File: config.mk
export PLATFORM = sky130hd
export DESIGN_NAME = csb_unit
export DESIGN_NICKNAME = d
export VERILOG_FILES = /design/src/include/csb_pkg.sv /design/src/rtl/csb_unit.sv
export SDC_FILE = /design/constraint.sdc
export NUM_CORES = 1
export LEC_CHECK = 0
export BUFFER_PORTS_ARGS = -buffer_cell sky130_fd_sc_hd__buf_2
export CAP_MARGIN = 20
export CORE_MARGIN = 2
export CORE_UTILIZATION = 45
export DETAILED_ROUTE_END_ITERATION = 6
export GPL_TIMING_DRIVEN = 0
export PLACE_DENSITY_LB_ADDON = 0.08
export RECOVER_POWER = 100
export SLEW_MARGIN = 40
export SYNTH_ARGS = -nofsm -noshare
export SYNTH_HDL_FRONTEND = slang
export SYNTH_SLANG_ARGS = --single-unit
File: constraint.sdc
create_clock -name sys_clk -period 7.4 [get_ports sys_clk]
set_input_delay 0.74 -clock sys_clk [delete_from_list [all_inputs] [get_ports sys_clk]]
set_output_delay 0.74 -clock sys_clk [all_outputs]
set_load 0.03 [all_outputs]
File: src/include/csb_pkg.sv
package csb_pkg;

	// Operation select from the instruction decoder
	typedef enum logic [4:0] {
		OP_COMPARE_IMMEDIATE = 5'h00,
		OP_SKIP_REG_CLEAR = 5'h01,
		OP_SKIP_REG_SET = 5'h02,
		OP_SKIP_IO_CLEAR = 5'h03,
		OP_SKIP_IO_SET = 5'h04,
		OP_BRANCH_FLAG_SET = 5'h05,
		OP_BRANCH_FLAG_CLEAR = 5'h06,
		OP_BRANCH_EQUAL = 5'h07,
		OP_BRANCH_NOT_EQUAL = 5'h08,
		OP_BRANCH_CARRY_SET = 5'h09,
		OP_BRANCH_CARRY_CLEAR = 5'h0a,
		OP_BRANCH_SAME_OR_HIGHER = 5'h0b,
		OP_BRANCH_LOWER = 5'h0c,
		OP_BRANCH_MINUS = 5'h0d,
		OP_BRANCH_PLUS = 5'h0e,
		OP_BRANCH_SIGNED_GE = 5'h0f,
		OP_BRANCH_SIGNED_LT = 5'h10,
		OP_BRANCH_HALF_CARRY_SET = 5'h11,
		OP_BRANCH_HALF_CARRY_CLEAR = 5'h12,
		OP_BRANCH_TRANSFER_SET = 5'h13,
		OP_BRANCH_TRANSFER_CLEAR = 5'h14,
		OP_BRANCH_OVERFLOW_SET = 5'h15,
		OP_BRANCH_OVERFLOW_CLEAR = 5'h16
	} csb_op_e;

	// Sequencer states, Gray along idle -> stall1 -> idle and stall2 -> stall1; idle -> stall2 flips both bits
	typedef enum logic [1:0] {
		ST_IDLE = 2'h0,
		ST_STALL1 = 2'h1,
		ST_STALL2 = 2'h3
	} csb_state_e;

	// Status register bit positions
	localparam int unsigned FLAG_C = 0;
	localparam int unsigned FLAG_Z = 1;
	localparam int unsigned FLAG_N = 2;
	localparam int unsigned FLAG_V = 3;
	localparam int unsigned FLAG_S = 4;
	localparam int unsigned FLAG_H = 5;
	localparam int unsigned FLAG_T = 6;
	localparam int unsigned FLAG_I = 7;

	// Widths
	localparam int unsigned DATA_W = 8;
	localparam int unsigned BIT_SEL_W = 3;
	localparam int unsigned OFFSET_W = 7;

	// Cycle counts per outcome
	localparam logic [1:0] CYC_NOT_TAKEN = 2'h1;
	localparam logic [1:0] CYC_BRANCH_TAKEN = 2'h2;
	localparam logic [1:0] CYC_SKIP_ONE_WORD = 2'h2;
	localparam logic [1:0] CYC_SKIP_TWO_WORD = 2'h3;

	// Program counter steps
	localparam int unsigned PC_STEP_NEXT = 1;
	localparam int unsigned PC_STEP_SKIP_ONE = 2;
	localparam int unsigned PC_STEP_SKIP_TWO = 3;

	// Reset values
	localparam logic [DATA_W-1:0] STATUS_RESET = 8'h00;

endpackage

File: src/rtl/csb_unit.sv
`timescale 1ns/1ps
module csb_unit #(
	parameter int unsigned PC_W = 16
) (
	// Clock and reset
	input wire logic sys_clk,
	input wire logic resetn,
	// Request from the decoder
	input wire logic req_valid,
	input wire csb_pkg::csb_op_e req_op,
	input wire logic [csb_pkg::BIT_SEL_W-1:0] req_bit,
	input wire logic [csb_pkg::DATA_W-1:0] req_imm,
	input wire logic [csb_pkg::OFFSET_W-1:0] req_offset,
	input wire logic [PC_W-1:0] req_pc,
	input wire logic req_next_two_word,
	// Operands
	input wire logic [csb_pkg::DATA_W-1:0] reg_value,
	input wire logic [csb_pkg::DATA_W-1:0] io_value,
	input wire logic [csb_pkg::DATA_W-1:0] status_in,
	// Results
	output logic busy_ff,
	output logic done_ff,
	output logic taken_ff,
	output logic [PC_W-1:0] pc_next_ff,
	output logic status_we_ff,
	output logic [csb_pkg::DATA_W-1:0] status_out_ff
);
	import csb_pkg::*;

	csb_state_e state_ff, nxt_state;
	logic nxt_busy, nxt_done, nxt_taken, nxt_status_we;
	logic [PC_W-1:0] nxt_pc_next;
	logic [DATA_W-1:0] nxt_status_out;
	logic accept, cond, is_skip, is_branch;
	logic [1:0] cycles;
	logic [PC_W-1:0] offset_ext;
	logic [DATA_W-1:0] diff, cmp_status;

	assign accept = req_valid && (state_ff == ST_IDLE);
	assign offset_ext = {{(PC_W-OFFSET_W){req_offset[OFFSET_W-1]}}, req_offset};

	// Condition per operation; flags read straight from the status input
	always_comb
	begin
		cond = 1'b0;
		is_skip = 1'b0;
		is_branch = 1'b1;
		case (req_op)
			OP_COMPARE_IMMEDIATE: is_branch = 1'b0;
			OP_SKIP_REG_CLEAR:
			begin
				is_branch = 1'b0;
				is_skip = 1'b1;
				cond = ~reg_value[req_bit];
			end
			OP_SKIP_REG_SET:
			begin
				is_branch = 1'b0;
				is_skip = 1'b1;
				cond = reg_value[req_bit];
			end
			OP_SKIP_IO_CLEAR:
			begin
				is_branch = 1'b0;
				is_skip = 1'b1;
				cond = ~io_value[req_bit];
			end
			OP_SKIP_IO_SET:
			begin
				is_branch = 1'b0;
				is_skip = 1'b1;
				cond = io_value[req_bit];
			end
			OP_BRANCH_FLAG_SET: cond = status_in[req_bit];
			OP_BRANCH_FLAG_CLEAR: cond = ~status_in[req_bit];
			OP_BRANCH_EQUAL: cond = status_in[FLAG_Z];
			OP_BRANCH_NOT_EQUAL: cond = ~status_in[FLAG_Z];
			OP_BRANCH_CARRY_SET: cond = status_in[FLAG_C];
			OP_BRANCH_LOWER: cond = status_in[FLAG_C];
			OP_BRANCH_CARRY_CLEAR: cond = ~status_in[FLAG_C];
			OP_BRANCH_SAME_OR_HIGHER: cond = ~status_in[FLAG_C];
			OP_BRANCH_MINUS: cond = status_in[FLAG_N];
			OP_BRANCH_PLUS: cond = ~status_in[FLAG_N];
			// Signed tests use N xor V, not the stored S bit
			OP_BRANCH_SIGNED_GE: cond = ~(status_in[FLAG_N] ^ status_in[FLAG_V]);
			OP_BRANCH_SIGNED_LT: cond = status_in[FLAG_N] ^ status_in[FLAG_V];
			OP_BRANCH_HALF_CARRY_SET: cond = status_in[FLAG_H];
			OP_BRANCH_HALF_CARRY_CLEAR: cond = ~status_in[FLAG_H];
			OP_BRANCH_TRANSFER_SET: cond = status_in[FLAG_T];
			OP_BRANCH_TRANSFER_CLEAR: cond = ~status_in[FLAG_T];
			OP_BRANCH_OVERFLOW_SET: cond = status_in[FLAG_V];
			OP_BRANCH_OVERFLOW_CLEAR: cond = ~status_in[FLAG_V];
			default: is_branch = 1'b0;
		endcase
	end

	// Compare: subtract without writeback, S, T and I pass through
	always_comb
	begin
		diff = reg_value - req_imm;
		cmp_status = status_in;
		cmp_status[FLAG_Z] = (diff == 8'h00);
		cmp_status[FLAG_N] = diff[7];
		cmp_status[FLAG_V] = (reg_value[7] & ~req_imm[7] & ~diff[7])
			| (~reg_value[7] & req_imm[7] & diff[7]);
		cmp_status[FLAG_C] = (~reg_value[7] & req_imm[7]) | (req_imm[7] & diff[7])
			| (diff[7] & ~reg_value[7]);
		cmp_status[FLAG_H] = (~reg_value[3] & req_imm[3]) | (req_imm[3] & diff[3])
			| (diff[3] & ~reg_value[3]);
	end

	// Cycle count and target address of the accepted request
	always_comb
	begin
		cycles = CYC_NOT_TAKEN;
		nxt_pc_next = pc_next_ff;
		if (is_skip && cond)
		begin
			// Skipped instruction length decides step and cost
			cycles = req_next_two_word ? CYC_SKIP_TWO_WORD : CYC_SKIP_ONE_WORD;
		end
		else if (is_branch && cond)
		begin
			cycles = CYC_BRANCH_TAKEN;
		end
		if (accept)
		begin
			if (is_skip && cond)
			begin
				nxt_pc_next = req_next_two_word ? req_pc + PC_W'(PC_STEP_SKIP_TWO)
					: req_pc + PC_W'(PC_STEP_SKIP_ONE);
			end
			else if (is_branch && cond)
			begin
				nxt_pc_next = req_pc + offset_ext + PC_W'(PC_STEP_NEXT);
			end
			else
			begin
				nxt_pc_next = req_pc + PC_W'(PC_STEP_NEXT);
			end
		end
	end

	// Sequencer: stall states hold the core for the extra clocks
	always_comb
	begin
		nxt_state = state_ff;
		nxt_done = 1'b0;
		nxt_taken = taken_ff;
		nxt_status_we = 1'b0;
		nxt_status_out = status_out_ff;
		case (state_ff)
			ST_IDLE:
			begin
				if (accept)
				begin
					nxt_taken = (is_skip || is_branch) && cond;
					// Only compare writes flags; skips and branches never do
					if (req_op == OP_COMPARE_IMMEDIATE)
					begin
						nxt_status_we = 1'b1;
						nxt_status_out = cmp_status;
					end
					if (cycles == CYC_SKIP_TWO_WORD)
					begin
						nxt_state = ST_STALL2;
					end
					else if (cycles == CYC_BRANCH_TAKEN)
					begin
						nxt_state = ST_STALL1;
					end
					else
					begin
						nxt_done = 1'b1;
					end
				end
			end
			ST_STALL2: nxt_state = ST_STALL1;
			ST_STALL1:
			begin
				nxt_state = ST_IDLE;
				nxt_done = 1'b1;
			end
			default: nxt_state = ST_IDLE;
		endcase
		nxt_busy = (nxt_state != ST_IDLE);
	end

	// Register stage; every output is a flop
	always_ff @(posedge sys_clk)
	begin
		if (!resetn)
		begin
			state_ff <= ST_IDLE;
			busy_ff <= 1'b0;
			done_ff <= 1'b0;
			taken_ff <= 1'b0;
			pc_next_ff <= '0;
			status_we_ff <= 1'b0;
			status_out_ff <= STATUS_RESET;
		end
		else
		begin
			state_ff <= nxt_state;
			busy_ff <= nxt_busy;
			done_ff <= nxt_done;
			taken_ff <= nxt_taken;
			pc_next_ff <= nxt_pc_next;
			status_we_ff <= nxt_status_we;
			status_out_ff <= nxt_status_out;
		end
	end
endmodule

Yosys cells after proc, flatten, opt, wreduce, memory -nomap -nowiden:

Cells that the tools add are included.

* flip-flop bits (word level): 30
* bits of input ports: 67
* output and inout port bits: 28
* logic and storage cells: 109

* $add $sub $neg: 6
* $lt $le $gt $ge: 1
* eq/ne operators: 26
* muxes and demuxes: 24
* bitwise logic cells: 29
* reduce and logical (&&, ||, !) cells: 16

Operator list (number)
* $mux W16: 3
* $eq A5 B4 Y1 const B: 8
* $eq A5 B5 Y1 const B: 7
* $add A16 B1 Y16 const B: 2
* $add A16 B2 Y16 const B: 2
* $eq A5 B3 Y1 const B: 4
* $pmux W1 S20: 1
* $reduce_or A18 Y1: 1
* $add A16 B16 Y16: 1
* $not A1 Y1: 14
* $eq A5 B2 Y1 const B: 2
* $mux W1: 10
* $mux W2: 5
* $and A1 B1 Y1: 9
* $bmux W1 S3: 3
* $logic_not A8 Y1: 1
* $sub A8 B8 Y8: 1
* $eq A2 B2 Y1 const B: 3
* $reduce_and A3 Y1: 2
* $eq A5 B1 Y1 const B: 1
* $logic_not A5 Y1: 1
* $or A1 B1 Y1: 5
* $logic_and A1 B1 Y1: 4
* $lt A3 B4 Y1 const B: 1
* other kinds (10): 11

Longest topological paths before layout:

Gate-level depths: netlist of run 1.

* depth after elaboration: 13
* depth in mapped cells: 16
* mapped depth without buffers: 16

Worst setup path before layout of run 1:

No wires, ideal clock.

* kind: input to register
* from: in req_bit[1] (netlist name)
* to: reg pc_next_ff[6]
* setup time: 0.117 ns
* data arrival time: 3.044 ns
* required time: 7.283 ns
* slack: 4.239 ns
* stages on the path: 9
* path buffers: 2
* cell sequence: buf_6 mux4_2 mux2i_1 nor3_1 or4_4 or2_4 buf_6 o32a_1 a32o_1

* longest elaborated chain between the ends: 7
* elaborated cells on any way between the ends: 14
* those cells by class: 9 x mux; 3 x bitwise; 2 x reduce/logical

Ends and longest elaborated chain
* from (decl): RTL line csb_unit.sv:11 `input wire logic [csb_pkg::BIT_SEL_W-1:0] req_bit,`
* $bmux W1 S3, on equally long branches
* $mux W1, on equally long branches
* $not A1 Y1, on equally long branches: RTL line csb_unit.sv:75, csb_unit.sv:54, csb_unit.sv:66
* $pmux W1 S20 *: RTL line csb_unit.sv:48 `case (req_op)`
* $logic_and A1 B1 Y1: RTL line csb_unit.sv:133 `else if (is_branch && cond)`
* $mux W16: RTL line csb_unit.sv:133
* $mux W16 *: RTL line csb_unit.sv:128 `if (is_skip && cond)`
* to (signal assigned): RTL line csb_unit.sv:208 `pc_next_ff <= nxt_pc_next;`
* to (decl): RTL line csb_unit.sv:24 `output logic [PC_W-1:0] pc_next_ff,`

Mark *: on every way between the ends. The rest lies on a longest branch, timed or not. The select of a mux whose other input is x is not followed.
A chain may end at the register's enable or synchronous reset.

Worst setup path in the final report of run 1:

* from: in req_bit[1] (netlist name)
* to: reg pc_next_ff[11]

Same word-level chain as after synthesis.

==> flow_metrics.py, run 1 <==
metrics = {
    "synth": {
        "yosysMostFrequentCell": "nand2_1",
        "yosys-top-cells-area": "dfxtp_1 (17%), ha_1 (11%), xnor2_1 (5.0%)",
        "postSynthAreaPerCell_um2": 7.85,
        "synth_top_family_by_area": "compound AO/OA/AOI/OAI gates",
        "syn_nets": 545,
        "ys_warn_count": 0,
        "yosysTopAreaCell": "dfxtp_1",
        "synth_ff_type": "dfxtp_1",
        "synth_async_sr_flop_share": 0,
        "yosysTopAreaCellShare": 0.173,
        "synth-simple-area-share": 0.223,
        "yosys-top-cells-count": "nand2_1 (43), nor2_1 (41), ha_1 (31), dfxtp_1 (30), o21ai_0 (28)",
        "muxShareOfSynthArea": 0.0824,
        "synth_compound_area_frac": 0.235,
        "synth_cell_types": 68,
        "ys_seq_area_frac": 0.173,
        "netlist_instances": 443,
        "synth_adder_area_share": 0.135,
        "synth_edf_count": 0,
        "synth_area_um2": 3480,
        "ys_ff_latch": 30,
        "synth_xor_area_frac": 0.101,
    },
    "floorplanning": {
        "die_h_um": 91.9,
        "coreArea_um2": 7610,
        "start_util": 0.457,
        "ioPinCount": 95,
        "die_area_um2": 8450,
        "die-width_um": 91.9,
        "rows": 32,
    },
    "sta": {
        "hold_violations": 0,
        "fin_skew_ps": 6.22,
        "finalCritPeriodShare": 0.600,
        "setup-violations-final": 0,
        "finalMaxSlewViolations": 11,
        "worstMarginPinSlew_ps": 1590,
        "max_clock_freq_mhz": 225,
        "layout_min_cycle_time_ps": 4440,
        "fin_setup_tns_ps": 0,
        "grt_setup_unrepaired": "false",
        "slew_headroom": -0.0695,
    },
    "clocking": {
        "cts_buffers": 5,
        "root_buffer": "clkbuf_8",
        "cts_htree_levels": 2,
        "clk_latency_ps": 280,
        "clock_path_buffers": 2,
        "cts.sinks": 30,
        "hold_buffers": 0,
        "post_cts_resized": 0,
        "cts.reportedPaths.clkPinSlew_ps": 70,
        "cts_tree": "done",
        "cts_setup_buffers": 0,
    },
    "route": {
        "drc": 0,
        "drtAntennaViolNets": 0,
        "num_vias": 3591,
        "drt-initial-drc-count": 168,
        "first_pass_iters": 4,
        "wirelength_mm": 9.78,
        "wl_per_cell_um": 15.2,
        "via_per_inst": 5.58,
    },
    "place": {
        "hpwl_mm": 7.89,
        "io_buffers": 91,
        "gp_congestion": 0.904,
    },
    "run_status": {
        "violations": "capacitance limit, slew limit",
        "status": "finished, violations left",
    },
    "power": {
        "p_per_area_nw_per_um2": 154,
        "peakVddDrop_v": 0.0000861,
        "leakagePower_nw": 1.84,
    },
    "worst_setup_path": {
        "cp_max_fo": 10,
        "worstPathArrival_ps": 4600,
        "required_ps": 7560,
        "worstSetupPathType": "input port to flip-flop",
        "cpMostUsedCell": "clkbuf_1",
        "crit_path_start_kind": "input port",
        "slowest_stage": "o21ai_0",
        "critPathCaptureType": "flip-flop",
        "slowest_delay_ps": 1240,
        "path_cells": "clkbuf_1, mux4_2, mux2i_1, nor3_1, or4_1, o21ai_0, clkbuf_1, o2111ai_1, o311ai_0",
    },
    "cells_and_area": {
        "final_nets": 643,
        "final_layout_size_suffix_gt1_frac": 0.153,
        "diodes": 0,
        "layout-area-overhead-vs-synth_pct": 19.0,
        "fill_cells": 788,
        "fin_util": 0.544,
    },
    "global_route": {
        "grtUsageTotal": 0.230,
        "grt_pass1_wl_mm": 16.1,
        "antenna_found_initial": 0,
        "grt_max_degree": 13,
        "gr-total-overflow": 0,
        "first_global_vias": 3444,
    },
    "worst_hold_path": {
        "hold_path.class": "flip-flop to flip-flop",
    },
    "job": {
        "maxCapViolations": 1,
    },
}
[layer usage]
metal,vias to the layer above,part of all wire,GRT usage,wire length (um)
li1,1821,-,-,-
met1,1644,0.45,0.305,4450
met2,115,0.48,0.390,4670
met3,11,0.057,0.0386,553
met4,0,0.012,0.0572,113
met5,-,0,0,0
[critical path, delay by kind of cell]
family / cells / cell delay (ps)
AO/OA/AOI/OAI: 3 / 1600
multiplexers: 2 / 810
buffers and inverters: 2 / 790
AND/OR/NAND/NOR: 2 / 650
[path summary, 6_finish.rpt]
path | end | cells after the start | slack [ps] | start
worst min register to register | pc_next_ff[14]$_SDFFE_PN0P_ | 2 | 460 | pc_next_ff[14]$_SDFFE_PN0P_
worst max-delay path | pc_next_ff[11]$_SDFFE_PN0P_ | 9 | 2960 | req_bit[1]
worst min-delay path | pc_next_ff[14]$_SDFFE_PN0P_ | 2 | 460 | pc_next_ff[14]$_SDFFE_PN0P_
worst max register to register | status_out_ff[6]$_SDFFE_PN0P_ | 8 | 5480 | state_ff[1]$_SDFF_PN0_
[sequential cells by signal (all words and copies together), names as in the netlist]
register / flops
pc_next_ff: 16
status_out_ff: 8
state_ff: 2
busy_ff: 1
done_ff: 1
status_we_ff: 1
taken_ff: 1
[layout by cell type (no fill, tap or decap), types with 4 or more instances in the layout]
cell type,Yosys,layout
and3_1,6,6
ha_1,31,31
nand2b_1,7,7
inv_1,22,22
clkbuf_1,14,46
a21o_1,9,9
a21boi_0,6,6
fa_1,4,4
xnor2_1,20,20
nor3_1,11,11
o21ai_0,28,30
o2111ai_1,4,4
nand4_1,6,6
nand3_1,14,14
dfxtp_1,30,30
o22ai_1,5,5
o21a_1,4,4
nor2_1,41,41
nor2b_1,10,10
and2_1,4,4
a31oi_1,6,6
a21oi_1,18,18
clkbuf_8,0,6
xor2_1,20,20
buf_2,4,65
mux4_2,4,4
nand2_1,43,43
mux2i_1,11,11
[power breakdown]
| part | total (mW) | internal (mW) | switching [mW] |
|---|---|---|---|
| combinational | 0.247 | 0.0975 | 0.150 |
| clock | 0.209 | 0.144 | 0.0655 |
| sequential | 0.181 | 0.175 | 0.00675 |
| total | 0.638 | 0.416 | 0.222 |
[kinds of logic (layout without fill, tap and decap cells)]
group                      Yosys count  count (layout)
and+or+nand+nor                    158             158
DFF                                 30              30
adders and majority gates           35              35
xor gates and xnor gates            40              40
AOI/OAI and AO/OA                  118             118
buffers and inverters               42             141
muxes                               20              20
[layout make-up]
class | instances | area (um2) | area share
Buffer | 20 | 78.8 | 0.0190
Clock buffer | 6 | 82.6 | 0.0200
Clock inverter | 2 | 60.1 | 0.0145
Inverter | 22 | 82.6 | 0.0200
Multi-Input combinational cell | 371 | 2690 | 0.649
Sequential cell | 30 | 601 | 0.145
Tap cell | 102 | 128 | 0.0308
Timing Repair Buffer | 91 | 419 | 0.101
[stage by stage]
step	hold slack (ps)	area (um2)	setup WS (ps)	total power, mW	cells
after floorplan	530	3480	4240	0.360	443
after global placement	435	4060	3720	0.434	636
after detailed placement	442	4070	3710	0.439	636
after CTS	457	4210	4010	0.651	644
after global routing	503	4140	2710	0.678	644
final	459	4140	2960	0.638	644
Power figures use the tool's default switching activity.
==> inputs of run 2 (changes only) <==
--- a/config.mk
+++ b/config.mk
@@ -5,6 +5,7 @@
 export SDC_FILE = /design/constraint.sdc
 export NUM_CORES = 1
 export LEC_CHECK = 0
+export ABC_AREA = 1
 export BUFFER_PORTS_ARGS = -buffer_cell sky130_fd_sc_hd__buf_2
 export CAP_MARGIN = 20
 export CORE_MARGIN = 2
==> constraint.sdc (replaced) <==
create_clock -name sys_clk -period 3.6 [get_ports sys_clk]
set_input_delay 0.36 -clock sys_clk [delete_from_list [all_inputs] [get_ports sys_clk]]
set_output_delay 0.36 -clock sys_clk [all_outputs]
set_load 0.03 [all_outputs]
==> run 2 against run 1 <==
Compared with the run above: the flow now finishes without violations; critical path depth rose by 3; hold slack worse by 98 ps; die area grew 13%; clock skew decreased by 1.1 ps; synthesized cell count up 47%; wire length is 14% higher; clock power is 22% higher; via count increased by 21%; non-clock buffer count shrank 9; flip-flop and latch count stayed put; critical endpoint is now status_out_ff[1]$_SDFFE_PN0P_.
==> flow_metrics.py, run 2 <==
metrics = {
    "run_status": {
        "status": "completed",
    },
    "floorplanning": {
        "die-width_um": 97.8,
        "start_util": 0.459,
        "die_h_um": 97.8,
        "die_area_um2": 9570,
        "coreArea_um2": 8640,
        "ioPinCount": 95,
        "rows": 34,
    },
    "cells_and_area": {
        "final_common_cell": "nand2_1",
        "stdcell_area_um2": 4590,
        "layout-area-overhead-vs-synth_pct": 15.9,
        "largest_reg_flops": 16,
        "final_layout_size_suffix_gt1_frac": 0.158,
        "regMostFlops": "pc_next_ff",
        "reg_top3": "pc_next_ff (16), status_out_ff (8), state_ff (2)",
        "diodes": 0,
        "final_nets": 854,
        "stdcell_count": 860,
        "fill_cells": 946,
        "fin_util": 0.532,
        "layout_common_cells": "nand2_1 (168), nand3_1 (78), inv_1 (77), nor2_1 (65), buf_2 (63)",
    },
    "worst_setup_path": {
        "worstPathArrival_ps": 2890,
        "critical_path.top_delay_family": "compound AO/OA/AOI/OAI gates",
        "crit_path_start_kind": "input port",
        "cp_max_fo": 4,
        "cpMostUsedCell": "a21oi_1",
        "required_ps": 3800,
        "critPathCaptureType": "flip-flop",
        "timing.reg2reg.setup_slack_ps": 1200,
        "worstSetupPathType": "input port to flip-flop",
        "slowest_delay_ps": 480,
        "path_cells": "clkbuf_1, ha_1, nand2_1, o21ai_0, a21oi_1, o21ai_0, a21oi_1, o21bai_1, fa_1, nor4_1, nand4_1, a21oi_1",
        "r2r-start": "state_ff[0]$_SDFF_PN0_",
        "crit_buf_inv": 1,
        "slowest_stage": "fa_1",
        "crit_start": "reg_value[2]",
    },
    "sta": {
        "layout_min_cycle_time_ps": 2690,
        "fin_setup_tns_ps": 0,
        "hold_violations": 0,
        "finalCritPeriodShare": 0.747,
        "setup-violations-final": 0,
        "max_clock_freq_mhz": 372,
        "slew_headroom": 0.608,
        "fin_skew_ps": 5.17,
        "finalMaxSlewViolations": 0,
        "fin_ws_ps": 911,
        "hold_ws_ps": 361,
        "worstMarginPinSlew_ps": 588,
        "grt_setup_unrepaired": "false",
    },
    "clocking": {
        "cts.sinks": 30,
        "cts.reportedPaths.clkPinSlew_ps": 60,
        "cts_buffers": 5,
        "cts_htree_levels": 2,
        "root_buffer": "clkbuf_8",
        "clk_latency_ps": 280,
        "cts_setup_buffers": 0,
        "post_cts_resized": 0,
        "cts_tree": "done",
        "hold_buffers": 0,
        "clock_path_buffers": 2,
    },
    "synth": {
        "ys_seq_area_frac": 0.152,
        "ys_ff_latch": 30,
        "syn_nets": 753,
        "synth_async_sr_flop_share": 0,
        "yosysTopAreaCellShare": 0.158,
        "synth_ff_type": "dfxtp_1",
        "synth_cell_types": 40,
        "netlist_instances": 651,
        "yosysMostFrequentCell": "nand2_1",
        "synth_edf_count": 0,
        "postSynthAreaPerCell_um2": 6.08,
        "synth_area_um2": 3960,
        "yosysTopAreaCell": "nand2_1",
        "yosys-top-cells-area": "nand2_1 (16%), dfxtp_1 (15%), nand3_1 (9.9%)",
        "ys_warn_count": 0,
        "yosys-top-cells-count": "nand2_1 (167), nand3_1 (78), inv_1 (76), nor2_1 (65), a21oi_1 (42)",
    },
    "power": {
        "leakagePower_nw": 2.48,
        "peakVddDrop_v": 0.000110,
        "p_per_area_nw_per_um2": 265,
        "finalPower_mw": 1.22,
    },
    "global_route": {
        "gr-total-overflow": 0,
        "first_global_vias": 4308,
        "grt_pass1_wl_mm": 19.3,
        "antenna_found_initial": 0,
        "grtUsageTotal": 0.239,
        "grt_max_degree": 11,
    },
    "route": {
        "wirelength_mm": 11.2,
        "drt-initial-drc-count": 156,
        "wl_per_cell_um": 13.0,
        "drc": 0,
        "num_vias": 4358,
        "drtAntennaViolNets": 0,
        "via_per_inst": 5.07,
        "first_pass_iters": 4,
    },
    "worst_hold_path": {
        "hold_path.class": "input port to flip-flop",
        "hp-start": "status_in[7]",
    },
    "place": {
        "placed_cells": 853,
        "hpwl_mm": 9.47,
        "gp_congestion": 0.909,
        "postPlaceCellArea_um2": 4570,
        "io_buffers": 94,
        "place_ws_ps": 646,
    },
    "job": {
        "maxCapViolations": 0,
    },
}
run 2: cell count changes in the layout (fill, tap and decap cells not counted), sizes merged, moves of 7 or more:
cell    change
clkbuf      -9
nand2b      -7
xnor2       -7
a21oi      +28
xor2        +8
nand2     +134
inv        +70
nor2b       -9
mux2i      -11
a21o        -7
nand3      +71
nor2       +35
run 2: worst reg2reg max path, cell delays in order (launching register included):
cell and delay (ps):
dfxtp_1 380, inv_1 60, ha_1 230, nand2_1 310, clkinv_1 380, nand3_1 300, inv_1 130, clkbuf_1 230
o21ai_0 200, a21oi_1 50
run 2: logic make-up after synthesis:
family / after synthesis / share of synthesized area
compound gates: 81 / 0.111
xor+xnor: 41 / 0.0907
fa+ha+maj: 35 / 0.118
buf+inv: 102 / 0.104
flops: 30 / 0.152
simple gates: 362 / 0.424
run 2: where the power goes:
| part | switching (mW) | total (mW) | internal, mW |
|---|---|---|---|
| registers | 0.0146 | 0.374 | 0.360 |
| logic | 0.384 | 0.586 | 0.202 |
| clock network | 0.122 | 0.255 | 0.133 |
| total | 0.521 | 1.22 | 0.695 |
run 2: area by class of cell:
type | instances | area [um2] | share of cell area
repair buffers | 94 | 432 | 0.0940
plain buffers | 8 | 56.3 | 0.0123
inverters | 94 | 355 | 0.0774
multi-input cells | 519 | 2940 | 0.639
clock buffers | 7 | 76.3 | 0.0166
well taps | 108 | 135 | 0.0294
flip-flops and latches | 30 | 601 | 0.131
run 2: metal layers:
| metal | global-route usage | vias up | routed length (um) |
|---|---|---|---|
| met5 | 0 | - | 0 |
| met2 | 0.438 | 107 | 5510 |
| met3 | 0.0215 | 15 | 450 |
| li1 | - | 2303 | - |
| met1 | 0.298 | 1933 | 4990 |
| met4 | 0.0684 | 0 | 218 |
run 2: final timing paths:
path / to / cells past startpoint
max reg2reg: status_out_ff[7]$_SDFFE_PN0P_ / 9
max: status_out_ff[1]$_SDFFE_PN0P_ / 12
min reg2reg: pc_next_ff[15]$_SDFFE_PN0P_ / 2
min: status_out_ff[7]$_SDFFE_PN0P_ / 3
